$ cat src/verilog/cpag_pkg.sv
// package: constants and types of the code protection access gate
`default_nettype none
package cpag_pkg;
	// ************
	// address map
	// ************
	localparam logic [21:0] CPAG_ID_BASE   = 22'h20_0000; // eight id bytes
	localparam logic [21:0] CPAG_CFG_BASE  = 22'h30_0000; // config words
	localparam logic [21:0] CPAG_DEVID_ADR = 22'h3F_FFFE; // device id pair
	localparam logic [3:0]  CPAG_CFG_MODE  = 4'h6;        // lvp and debug
	localparam logic [3:0]  CPAG_CFG_CP_L  = 4'h8;
	localparam logic [3:0]  CPAG_CFG_CP_H  = 4'h9;
	localparam logic [3:0]  CPAG_CFG_WR_L  = 4'hA;
	localparam logic [3:0]  CPAG_CFG_WR_H  = 4'hB;
	localparam logic [3:0]  CPAG_CFG_EB_L  = 4'hC;
	localparam logic [3:0]  CPAG_CFG_EB_H  = 4'hD;
	localparam int          CPAG_LVP_POS   = 2;           // in mode byte
	localparam int          CPAG_DBG_POS   = 7;           // in mode byte
	localparam logic [2:0]  CPAG_BOOT_IDX  = 3'h4;        // boot block
	localparam logic [2:0]  CPAG_UNIMP_IDX = 3'h7;        // beyond memory
	// ************
	// apb registers
	// ************
	localparam logic [7:0]  CPAG_PROT_STATE = 8'h00; // ro
	localparam logic [7:0]  CPAG_MODE_STATE = 8'h04; // ro
	localparam logic [7:0]  CPAG_MEM_SIZE   = 8'h08; // rw
	localparam logic [7:0]  CPAG_REFUSE_CNT = 8'h0C; // ro
	localparam logic [1:0]  CPAG_SIZE_RST   = 2'h2;  // 32 kbyte
	// ************
	// debugger reservations
	// ************
	localparam logic [4:0]  CPAG_DBG_STACK = 5'h2;   // stack levels
	localparam int          CPAG_DBG_PROG  = 512;    // program bytes
	localparam int          CPAG_DBG_DATA  = 10;     // data bytes
	// ************
	// types
	// ************
	typedef enum logic [2:0] {CPAG_OP_READ, CPAG_OP_WRITE, CPAG_OP_ROW_ERASE,
		CPAG_OP_BLOCK_ERASE, CPAG_OP_CHIP_ERASE} cpag_op_type;
	typedef enum logic [1:0] {CPAG_SRC_MEM, CPAG_SRC_CFG, CPAG_SRC_DEVID,
		CPAG_SRC_ZERO} cpag_src_type;
	typedef struct packed {
		logic        valid;
		logic        write;
		logic        eeprom;
		logic [21:0] addr;
		logic [21:0] pc;
		logic [7:0]  wdata;
	} cpag_cpu_req_type;
	typedef struct packed {
		logic        valid;
		cpag_op_type op;
		logic        eeprom;
		logic [21:0] addr;
		logic [7:0]  wdata;
	} cpag_ext_req_type;
	typedef struct packed {
		logic        rd;
		logic        wr;
		logic        eeprom;
		logic        row_erase;
		logic        blk_erase;
		logic        chip_erase;
		logic [2:0]  blk;
		logic [21:0] addr;
		logic [7:0]  wdata;
	} cpag_mem_cmd_type;
	typedef struct packed {
		logic       valid;
		logic       refused;
		logic [7:0] data;
	} cpag_resp_type;
endpackage : cpag_pkg
`default_nettype wire

$ cat src/verilog/cpag_gate.sv
// module: table access gate with protection bits, mode entry and apb
//
// Design decisions made here: the register offsets and the APB slave port.
`timescale 1ns/1ns
`default_nettype none
module cpag_gate
#(
	parameter int          STACK_DEPTH = 16,          // hardware stack levels
	parameter logic [15:0] DEVID_WORD  = 16'h1234     // arbitrary id value
)
(
	input  wire logic                      clock,
	input  wire logic                      arst_n,
	input  wire logic                      psel,
	input  wire logic                      penable,
	input  wire logic                      pwrite,
	input  wire logic [7:0]                paddr,
	input  wire logic [31:0]               pwdata,
	output var  logic                      pready,
	output var  logic [31:0]               prdata,
	output var  logic                      pslverr,
	input  wire cpag_pkg::cpag_cpu_req_type cpu_req,
	input  wire cpag_pkg::cpag_ext_req_type ext_req,
	output var  cpag_pkg::cpag_mem_cmd_type mem_cmd,
	input  wire logic [7:0]                mem_rdata,
	output var  cpag_pkg::cpag_resp_type    resp,
	input  wire logic                      high_prog_voltage,
	input  wire logic                      prog_entry_pin,
	input  wire logic                      gpio_out,
	input  wire logic                      gpio_oe,
	output var  logic                      prog_entry_shared_pin_out,
	output var  logic                      prog_entry_shared_pin_oe,
	output var  logic                      prog_mode,
	output var  logic                      debug_active,
	output var  logic                      debug_pins_reserved,
	output var  logic [4:0]                usable_stack
);
	import cpag_pkg::*;

	// ************
	// state
	// ************
	logic [4:0]   cp;        // block_read_lock, bit4 boot
	logic [4:0]   wrt;       // block_write_lock
	logic [4:0]   ebtr;      // block_foreign_read_lock
	logic         data_mem_read_lock;       // data_mem_read_lock
	logic         data_mem_write_lock;      // data_mem_write_lock
	logic         config_write_lock;      // config_write_lock
	logic         single_supply_prog_enable;       // single_supply_prog_enable
	logic         dbg_n;     // debugger enable, low active
	logic         hv_mode;   // high voltage entry seen
	logic [1:0]   mem_size;  // 8k shl n
	logic [15:0]  refuse_cnt; // refused accesses
	logic         pend;      // response due next cycle
	logic         pend_ref;  // pending refusal
	cpag_src_type pend_src;  // pending data source
	logic [7:0]   pend_cfg;  // pending config byte

	// ************
	// decision terms
	// ************
	logic         use_ext;   // programmer owns this cycle
	logic         take;      // a request is taken
	logic [21:0]  a;         // request address
	logic [2:0]   blk;       // target block
	logic [2:0]   pc_blk;    // block of fetching code
	logic         is_id;
	logic         is_cfg;
	logic         is_devid;
	logic         next_ref;
	logic         next_cfg_we;
	logic         next_blk_er;
	logic         next_chip_er;
	cpag_src_type next_src;
	cpag_mem_cmd_type next_cmd;

	// block index of an address for the chosen memory size
	function automatic logic [2:0] blk_of(input logic [21:0] ad,
		input logic [1:0] sz);
		logic [21:0] lim;
		logic [21:0] boot;
		logic [21:0] idx;
		lim  = 22'h00_2000 << sz;
		boot = (sz == 2'h0) ? 22'h00_0200 : 22'h00_0800;
		idx  = (sz == 2'h0) ? (ad >> 12) : (sz == 2'h3) ? (ad >> 14)
			: (ad >> 13);
		if (ad >= lim)
			blk_of = CPAG_UNIMP_IDX;
		else if (ad < boot)
			blk_of = CPAG_BOOT_IDX;
		else
			blk_of = idx[2:0];
	endfunction : blk_of

	// config byte image at a low address nibble
	function automatic logic [7:0] cfg_byte(input logic [3:0] lo);
		cfg_byte = 8'h00;
		if (lo == CPAG_CFG_MODE)
		begin
			cfg_byte[CPAG_LVP_POS] = single_supply_prog_enable;
			cfg_byte[CPAG_DBG_POS] = dbg_n;
		end
		else if (lo == CPAG_CFG_CP_L)
			cfg_byte = {4'h0, cp[3:0]};
		else if (lo == CPAG_CFG_CP_H)
			cfg_byte = {data_mem_read_lock, cp[4], 6'h00};
		else if (lo == CPAG_CFG_WR_L)
			cfg_byte = {4'h0, wrt[3:0]};
		else if (lo == CPAG_CFG_WR_H)
			cfg_byte = {data_mem_write_lock, wrt[4], config_write_lock, 5'h00};
		else if (lo == CPAG_CFG_EB_L)
			cfg_byte = {4'h0, ebtr[3:0]};
		else if (lo == CPAG_CFG_EB_H)
			cfg_byte = {1'b0, ebtr[4], 6'h00};
	endfunction : cfg_byte

	// ************
	// access decision
	// ************
	assign use_ext  = prog_mode && ext_req.valid;
	assign take     = use_ext || (!prog_mode && cpu_req.valid);
	assign a        = use_ext ? ext_req.addr : cpu_req.addr;
	assign blk      = blk_of(a, mem_size);
	assign pc_blk   = blk_of(cpu_req.pc, mem_size);
	assign is_id    = a[21:3] == CPAG_ID_BASE[21:3];
	assign is_cfg   = a[21:4] == CPAG_CFG_BASE[21:4];
	assign is_devid = a[21:1] == CPAG_DEVID_ADR[21:1];

	// decide what reaches memory and what comes back
	always_comb
	begin
		next_cmd     = '0;
		next_src     = CPAG_SRC_ZERO;
		next_ref     = 1'b0;
		next_cfg_we  = 1'b0;
		next_blk_er  = 1'b0;
		next_chip_er = 1'b0;
		next_cmd.addr   = a;
		next_cmd.wdata  = use_ext ? ext_req.wdata : cpu_req.wdata;
		next_cmd.blk    = blk;
		next_cmd.eeprom = use_ext ? ext_req.eeprom : cpu_req.eeprom;
		if (!take)
			next_cmd.eeprom = 1'b0;
		// programmer erases
		else if (use_ext && ext_req.op == CPAG_OP_CHIP_ERASE)
		begin
			next_cmd.chip_erase = 1'b1;
			next_chip_er        = 1'b1;
		end
		else if (use_ext && ext_req.op == CPAG_OP_BLOCK_ERASE)
		begin
			next_cmd.blk_erase = blk != CPAG_UNIMP_IDX;
			next_blk_er        = blk != CPAG_UNIMP_IDX;
			next_ref           = blk == CPAG_UNIMP_IDX;
		end
		else if (use_ext && ext_req.op == CPAG_OP_ROW_ERASE)
		begin
			next_ref = blk == CPAG_UNIMP_IDX || !cp[blk];
			next_cmd.row_erase = !next_ref;
		end
		// eeprom data memory
		else if (next_cmd.eeprom)
		begin
			if (use_ext && !data_mem_read_lock)
				next_ref = 1'b1;
			else if ((use_ext ? ext_req.op == CPAG_OP_WRITE
				: cpu_req.write) && !data_mem_write_lock)
				next_ref = 1'b1;
			next_src = next_ref ? CPAG_SRC_ZERO : CPAG_SRC_MEM;
			next_cmd.wr = !next_ref && (use_ext ?
				ext_req.op == CPAG_OP_WRITE : cpu_req.write);
			next_cmd.rd = !next_ref && !next_cmd.wr;
		end
		// program space writes
		else if (use_ext ? ext_req.op == CPAG_OP_WRITE : cpu_req.write)
		begin
			if (is_cfg)
			begin
				next_ref    = !use_ext && !config_write_lock;
				next_cfg_we = !next_ref;
			end
			else if (is_id)
				next_cmd.wr = 1'b1;
			else if (is_devid || blk == CPAG_UNIMP_IDX)
				next_ref = 1'b1;
			else if (use_ext)
			begin
				next_ref    = !cp[blk];
				next_cmd.wr = cp[blk];
			end
			else
			begin
				next_ref    = !wrt[blk];
				next_cmd.wr = wrt[blk];
			end
		end
		// program space reads
		else if (is_cfg)
			next_src = CPAG_SRC_CFG;
		else if (is_devid)
			next_src = CPAG_SRC_DEVID;
		else if (is_id)
		begin
			next_cmd.rd = 1'b1;
			next_src    = CPAG_SRC_MEM;
		end
		else if (blk == CPAG_UNIMP_IDX)
			next_src = CPAG_SRC_ZERO;
		else if (use_ext)
		begin
			next_ref    = !cp[blk];
			next_cmd.rd = cp[blk];
			next_src    = cp[blk] ? CPAG_SRC_MEM : CPAG_SRC_ZERO;
		end
		else
		begin
			next_ref = !ebtr[blk] && pc_blk != blk;
			next_cmd.rd = !next_ref;
			next_src = next_ref ? CPAG_SRC_ZERO : CPAG_SRC_MEM;
		end
	end

	// ************
	// protection bits
	// ************
	// chip and block erases set bits; writes only clear them, except mode byte writes, which load dbg_n, and single_supply_prog_enable only in high voltage mode
	always_ff @(posedge clock or negedge arst_n)
	begin
		if (!arst_n)
		begin
			cp    <= '1;
			wrt   <= '1;
			ebtr  <= '1;
			data_mem_read_lock   <= 1'b1;
			data_mem_write_lock  <= 1'b1;
			config_write_lock  <= 1'b1;
			single_supply_prog_enable   <= 1'b1;
			dbg_n <= 1'b1;
		end
		else if (next_chip_er)
		begin
			cp    <= '1;
			wrt   <= '1;
			ebtr  <= '1;
			data_mem_read_lock   <= 1'b1;
			data_mem_write_lock  <= 1'b1;
			config_write_lock  <= 1'b1;
			single_supply_prog_enable   <= 1'b1;
			dbg_n <= 1'b1;
		end
		else if (next_blk_er)
		begin
			cp[blk]   <= 1'b1;
			wrt[blk]  <= 1'b1;
			ebtr[blk] <= 1'b1;
		end
		else if (next_cfg_we)
		begin
			if (a[3:0] == CPAG_CFG_MODE)
			begin
				dbg_n <= next_cmd.wdata[CPAG_DBG_POS];
				if (hv_mode)
					single_supply_prog_enable <= next_cmd.wdata[CPAG_LVP_POS];
			end
			else if (a[3:0] == CPAG_CFG_CP_L)
				cp[3:0] <= cp[3:0] & next_cmd.wdata[3:0];
			else if (a[3:0] == CPAG_CFG_CP_H)
			begin
				data_mem_read_lock   <= data_mem_read_lock & next_cmd.wdata[7];
				cp[4] <= cp[4] & next_cmd.wdata[6];
			end
			else if (a[3:0] == CPAG_CFG_WR_L)
				wrt[3:0] <= wrt[3:0] & next_cmd.wdata[3:0];
			else if (a[3:0] == CPAG_CFG_WR_H)
			begin
				data_mem_write_lock   <= data_mem_write_lock & next_cmd.wdata[7];
				wrt[4] <= wrt[4] & next_cmd.wdata[6];
				if (use_ext)
					config_write_lock <= config_write_lock & next_cmd.wdata[5];
			end
			else if (a[3:0] == CPAG_CFG_EB_L)
				ebtr[3:0] <= ebtr[3:0] & next_cmd.wdata[3:0];
			else if (a[3:0] == CPAG_CFG_EB_H)
				ebtr[4] <= ebtr[4] & next_cmd.wdata[6];
		end
	end

	// ************
	// pipeline and answer
	// ************
	// stage one: memory command and pending answer
	always_ff @(posedge clock or negedge arst_n)
	begin
		if (!arst_n)
		begin
			mem_cmd  <= '0;
			pend     <= 1'b0;
			pend_ref <= 1'b0;
			pend_src <= CPAG_SRC_ZERO;
			pend_cfg <= 8'h00;
		end
		else
		begin
			mem_cmd  <= next_cmd;
			pend     <= take;
			pend_ref <= next_ref;
			pend_src <= next_src;
			pend_cfg <= cfg_byte(a[3:0]);
		end
	end

	// stage two: answer with data picked by source
	always_ff @(posedge clock or negedge arst_n)
	begin
		if (!arst_n)
			resp <= '0;
		else
		begin
			resp.valid   <= pend;
			resp.refused <= pend && pend_ref;
			case (pend_src)
				CPAG_SRC_MEM:   resp.data <= mem_rdata;
				CPAG_SRC_CFG:   resp.data <= pend_cfg;
				CPAG_SRC_DEVID: resp.data <= mem_cmd.addr[0] ?
					DEVID_WORD[15:8] : DEVID_WORD[7:0];
				default:        resp.data <= 8'h00;
			endcase
		end
	end

	// count refusals, saturating
	always_ff @(posedge clock or negedge arst_n)
	begin
		if (!arst_n)
			refuse_cnt <= 16'h0000;
		else if (take && next_ref && refuse_cnt != 16'hFFFF)
			refuse_cnt <= refuse_cnt + 16'h0001;
	end

	// ************
	// mode entry and pins
	// ************
	// entry by high voltage or by pin under single supply
	always_ff @(posedge clock or negedge arst_n)
	begin
		if (!arst_n)
		begin
			hv_mode   <= 1'b0;
			prog_mode <= 1'b0;
		end
		else
		begin
			hv_mode   <= high_prog_voltage;
			prog_mode <= high_prog_voltage
				|| (single_supply_prog_enable && prog_entry_pin);
		end
	end

	// shared pin given to gpio only without single supply
	always_ff @(posedge clock or negedge arst_n)
	begin
		if (!arst_n)
		begin
			prog_entry_shared_pin_out <= 1'b0;
			prog_entry_shared_pin_oe  <= 1'b0;
		end
		else
		begin
			prog_entry_shared_pin_out <= gpio_out && !single_supply_prog_enable;
			prog_entry_shared_pin_oe  <= gpio_oe && !single_supply_prog_enable;
		end
	end

	// debugger claims pins and stack when enabled
	always_ff @(posedge clock or negedge arst_n)
	begin
		if (!arst_n)
		begin
			debug_active        <= 1'b0;
			debug_pins_reserved <= 1'b0;
			usable_stack        <= 5'(STACK_DEPTH);
		end
		else
		begin
			debug_active        <= !dbg_n;
			debug_pins_reserved <= !dbg_n;
			usable_stack        <= dbg_n ? 5'(STACK_DEPTH)
				: 5'(STACK_DEPTH) - CPAG_DBG_STACK;
		end
	end

	// ************
	// apb slave
	// ************
	// one wait state, answer on second access cycle
	always_ff @(posedge clock or negedge arst_n)
	begin
		if (!arst_n)
		begin
			pready   <= 1'b0;
			prdata   <= 32'h0000_0000;
			pslverr  <= 1'b0;
			mem_size <= CPAG_SIZE_RST;
		end
		else if (psel && penable && !pready)
		begin
			pready  <= 1'b1;
			pslverr <= 1'b0;
			prdata  <= 32'h0000_0000;
			if (paddr == CPAG_PROT_STATE)
				prdata[19:0] <= {dbg_n, single_supply_prog_enable, config_write_lock, data_mem_write_lock, data_mem_read_lock, ebtr, wrt, cp};
			else if (paddr == CPAG_MODE_STATE)
				prdata[3:0] <= {!dbg_n, single_supply_prog_enable, hv_mode, prog_mode};
			else if (paddr == CPAG_MEM_SIZE)
			begin
				prdata[1:0] <= mem_size;
				if (pwrite)
					mem_size <= pwdata[1:0];
			end
			else if (paddr == CPAG_REFUSE_CNT)
				prdata[15:0] <= refuse_cnt;
			else
				pslverr <= 1'b1;
		end
		else
		begin
			pready  <= 1'b0;
			pslverr <= 1'b0;
		end
	end

	logic [17:0]  prot_bits; // every protection bit except single_supply_prog_enable and dbg_n, for rise checks
	assign prot_bits = {cp, wrt, ebtr, data_mem_read_lock, data_mem_write_lock, config_write_lock};
endmodule : cpag_gate
`default_nettype wire

$ cat config.mk
export PLATFORM = sky130hd
export DESIGN_NAME = cpag_gate
export DESIGN_NICKNAME = d
export VERILOG_FILES = /design/src/verilog/cpag_pkg.sv /design/src/verilog/cpag_gate.sv
export SDC_FILE = /design/constraint.sdc
export NUM_CORES = 1
export LEC_CHECK = 0
export CAP_MARGIN = 20
export CORE_ASPECT_RATIO = 0.9
export CORE_MARGIN = 2
export CORE_UTILIZATION = 55
export DETAILED_ROUTE_END_ITERATION = 8
export DONT_BUFFER_PORTS = 1
export PLACE_DENSITY = 0.7
export SLEW_MARGIN = 20
export SYNTH_ARGS = -nofsm -noshare
export SYNTH_HDL_FRONTEND = slang
export SYNTH_SLANG_ARGS = --single-unit
$ cat constraint.sdc
create_clock -name clock -period 7.3 [get_ports clock]
set_clock_uncertainty 0.15 [all_clocks]
set_input_delay 0.365 -clock clock [delete_from_list [all_inputs] [get_ports clock]]
set_output_delay 0.365 -clock clock [all_outputs]
set_load 0.005 [all_outputs]
==> key figures <==
STA
  – Slew Limit Fails: 0
  – Slew margin rel.: 0.317
  – Final hold viol count: 0
  – Slew @ Worst Pin: between 1 and 1.5 ns
  – Unrepaired setup endpoints after global routing: no
  – Setup TNS Final: 0 ns
  – Setup violators final: 0
  – Fin crit period: 5.13 ns
  – Max Fclk: 0.195 GHz
  – Final Worst Setup Slack: about 2.2 ns
  – Worst hold margin: between 0.02 and 0.03 ns
  – Period utilization: 0.703

Die
  – DIE HEIGHT: 111 um
  – # IOs: between 200 and 250
  – Initial Utilization: 0.571
  – Die width: around 120 um
  – Row cnt: 38
  – Core footprint: roughly 0.012 mm^2
  – DIE AREA: approximately 0.014 mm^2

Worst setup path
  – Maximum fanout along the worst path: 31
  – Crit end category: register
  – Critical path arrival: 5.28 ns
  – WS Path Type: reg2reg
  – CP required: 7.44 ns
  – Worst setup SP type: register

Pwr
  – Switching Share: 0.282
  – Comb power frac: 0.146
  – Switching Power: approximately 0.53 mW
  – Leakage: about 3.5 nW
  – VDD IR-drop max: between 0.15 and 0.2 mV
  – Int Pwr: 1.34 mW
  – Share of total power in the clock network: 0.389
  – Final Power: 1.87 mW
  – Reg power frac: 0.465
  – Power Density: 236 mW/mm^2

Synthesis
  – Top_reg_cell synth: dfrtp_1
  – Synth Warn #: 0
  – Avg Cell Area, Syn: 9.72 um^2
  – Synthesized netlist cell count: 715
  – Synthesized cell area: 0.00695 mm^2
  – Netlist cell types: 85
  – FFs w/ async S/R, synth: 1.00
  – Post-synthesis sequential area ratio: 0.458
  – Top cells by area, synth: dfrtp_1 37%, dfstp_2 9.1%, nand2_1 7.0%
  – EDFF count, synth: 0
  – Yosys top cell area share: 0.367
  – Synth area leader: dfrtp_1
  – Post-synthesis register bit count: around 130

Final layout
  – Ratio of cells with drive above 1 in the final layout: 0.131
  – Fin util: 0.653
  – Nets: 908
  – FILL cells: approximately 1000
  – Antenna Cells: 0
  – Synth-to-layout area growth: 14.4%

Global routing
  – Number of global-route vias before repair: 5836
  – Initial antenna violation count: 0
  – First-pass GRT wire length: roughly 31000 um
  – Total track usage: 0.295
  – Largest net degree at the start of global routing: 127
  – Global route total overflow: 0

Place
  – GP Congestion: 0.960
  – Post-DP HPWL: 13600 um
  – PortBufs: 0
  – Place WS: 2.29 ns

CTS
  – CTS Buffer Depth: 2
  – # Post-CTS Setup Buffers: 0
  – H-tree levels: 4
  – Clock slew seen by the registers of the worst setup and hold paths: 0.05 ns
  – Worst-Skew Late Latency: 0.41 ns
  – CTS tree: yes
  – Root buffer cell: clkbuf_16
  – CTS sink cnt: 126
  – Inserted Clock Buffers: 17

Drt
  – DR vias/cell: ~6.3
  – Vias: around 5.8k
  – DR iter-0 viols: 474
  – First drt pass iteration count: 5
  – Avg WL per Cell: around 21 um
  – # DRC: 0
  – Final ANT Viol Nets: 0
  – Final WL: roughly 19000 um

Hold path
  – HP Class: in2reg

Outcome
  – Outcome: complete, no violations

Job
  – Max-cap viol count: 0
==> cell families (layout without fill, tap and decap cells) <==
kind of cell,Yosys count,after routing,share of synthesized area
simple gates,328,328,0.240
flops,126,126,0.458
compound gates,119,119,0.138
buf+inv,73,109,0.0585
mux,39,39,0.0621
xor+xnor,18,18,0.0227
fa+ha+maj,11,11,0.0198
other cells,1,13,0.000540
==> synth_stat cells (3+ instances only) <==
| cell | number |
|---|---|
| nand2_1 | 130 |
| dfrtp_1 | 102 |
| nor2_1 | 60 |
| mux2i_1 | 27 |
| dfstp_2 | 24 |
| nand3_1 | 21 |
| and3_1 | 19 |
| buf_4 | 19 |
| clkbuf_1 | 19 |
| inv_1 | 19 |
| o22ai_1 | 18 |
| nor3_1 | 17 |
| o21ai_0 | 16 |
| xnor2_1 | 16 |
| a221oi_1 | 14 |
| nand4_1 | 13 |
| a21oi_1 | 11 |
| ha_1 | 11 |
| nand3_2 | 11 |
| a31oi_1 | 9 |
| nor4_1 | 9 |
| mux2_2 | 7 |
| and2_1 | 6 |
| buf_2 | 5 |
| nand2b_1 | 5 |
| nor3b_1 | 5 |
| a222oi_1 | 4 |
| buf_1 | 4 |
| mux2_4 | 4 |
| o21a_1 | 4 |
| a211o_1 | 3 |
| a211oi_1 | 3 |
| a221o_1 | 3 |
| a22o_1 | 3 |
| and4_1 | 3 |
| buf_6 | 3 |
| nand3b_1 | 3 |
| nor2b_1 | 3 |
| o2111ai_1 | 3 |
| or4_1 | 3 |
==> sequential cells by signal (all words and copies together) (netlist names), 2 cells and up <==
register / flops
resp: 10
prdata: 20
wrt: 5
refuse_cnt: 16
pend_src: 2
cp: 5
mem_cmd: 39
pend_cfg: 7
mem_size: 2
usable_stack: 2
ebtr: 5
==> path summary, 6_finish.rpt <==
path,depth (start not counted),end,start,slack [ns]
max in group asynchronous,2,mem_size[0],arst_n,6.05
setup reg to reg,15,refuse_cnt[1],prog_mode,2.17
hold reg to reg,0,resp[9],pend,0.23
setup / recovery,15,refuse_cnt[1],prog_mode,2.17
hold / removal,2,mem_cmd[1],ext_req[1],0.03
min in group asynchronous,2,resp[2],arst_n,0.48
==> cell type report <==
cell class	count	area [um^2]	share of cell area
inverters	21	83.8	0.0105
clock buffers	23	458	0.0576
flip-flops and latches	126	3180	0.400
multi-input cells	528	3410	0.428
repair buffers	56	571	0.0718
well taps	160	200	0.0252
clock inverters	9	48.8	0.00614
==> power by group through the flow <==
stage	logic, mW	clock network (mW)	registers, mW
floorplan	0.202	0	0.841
global placement	0.219	0	0.878
detailed placement	0.227	0	0.880
CTS	0.271	0.736	0.869
global route	0.305	0.777	0.880
finish	0.274	0.728	0.870
==> cell usage in the layout, fill, tap and decap left out, types with 11 or more instances in the layout <==
cell type / count
a21oi_1: 11
o21ai_0: 16
conb_1: 13
inv_1: 19
nand3_2: 11
nand2_1: 129
mux2i_1: 27
nand3_1: 21
o22ai_1: 18
dlygate4sd3_1: 52
nand4_1: 13
dfstp_2: 24
and3_1: 19
xnor2_1: 16
a221oi_1: 14
nor2_1: 60
dfrtp_1: 102
nor3_1: 17
clkbuf_16: 17
ha_1: 11
==> worst max-delay path, stage by stage, from the launching register on <==
cell      delay (ns)
dfrtp_1         0.76
and2_1          0.31
buf_4           0.39
nand2_1         0.09
nand2_1         0.15
ha_1            0.25
o21ai_0         0.07
a21oi_1         0.13
nor4_4          0.32
and3b_1         0.49
mux2_4          0.37
nor3_1          0.23
o211ai_1        0.22
a21boi_4        0.57
nand2_2         0.15
mux2_4          0.34
==> routing by layer <==
| metal | global-route usage | wire (um) |
|---|---|---|
| met1 | 0.406 | 8290 |
| met2 | 0.458 | 9200 |
| met3 | 0.0852 | 1760 |
| met4 | 0.0743 | 231 |
| met5 | 0 | 0 |
==> stage by stage <==
step | instance area [um^2] | instances
after detailed placement | 6900 | 838
final | 7950 | 923
after floorplan | 6990 | 727
after global routing | 7950 | 923
after global placement | 6900 | 838
after CTS | 7940 | 922
==> what timing repair did <==
action | 4_1_cts | 5_1_grt
endpoints found under the hold margin | 160 | 1
gates resized for setup | 0 | 0
hold buffers | 52 | 1
No activity file was read; power rests on OpenSTA's default activity.
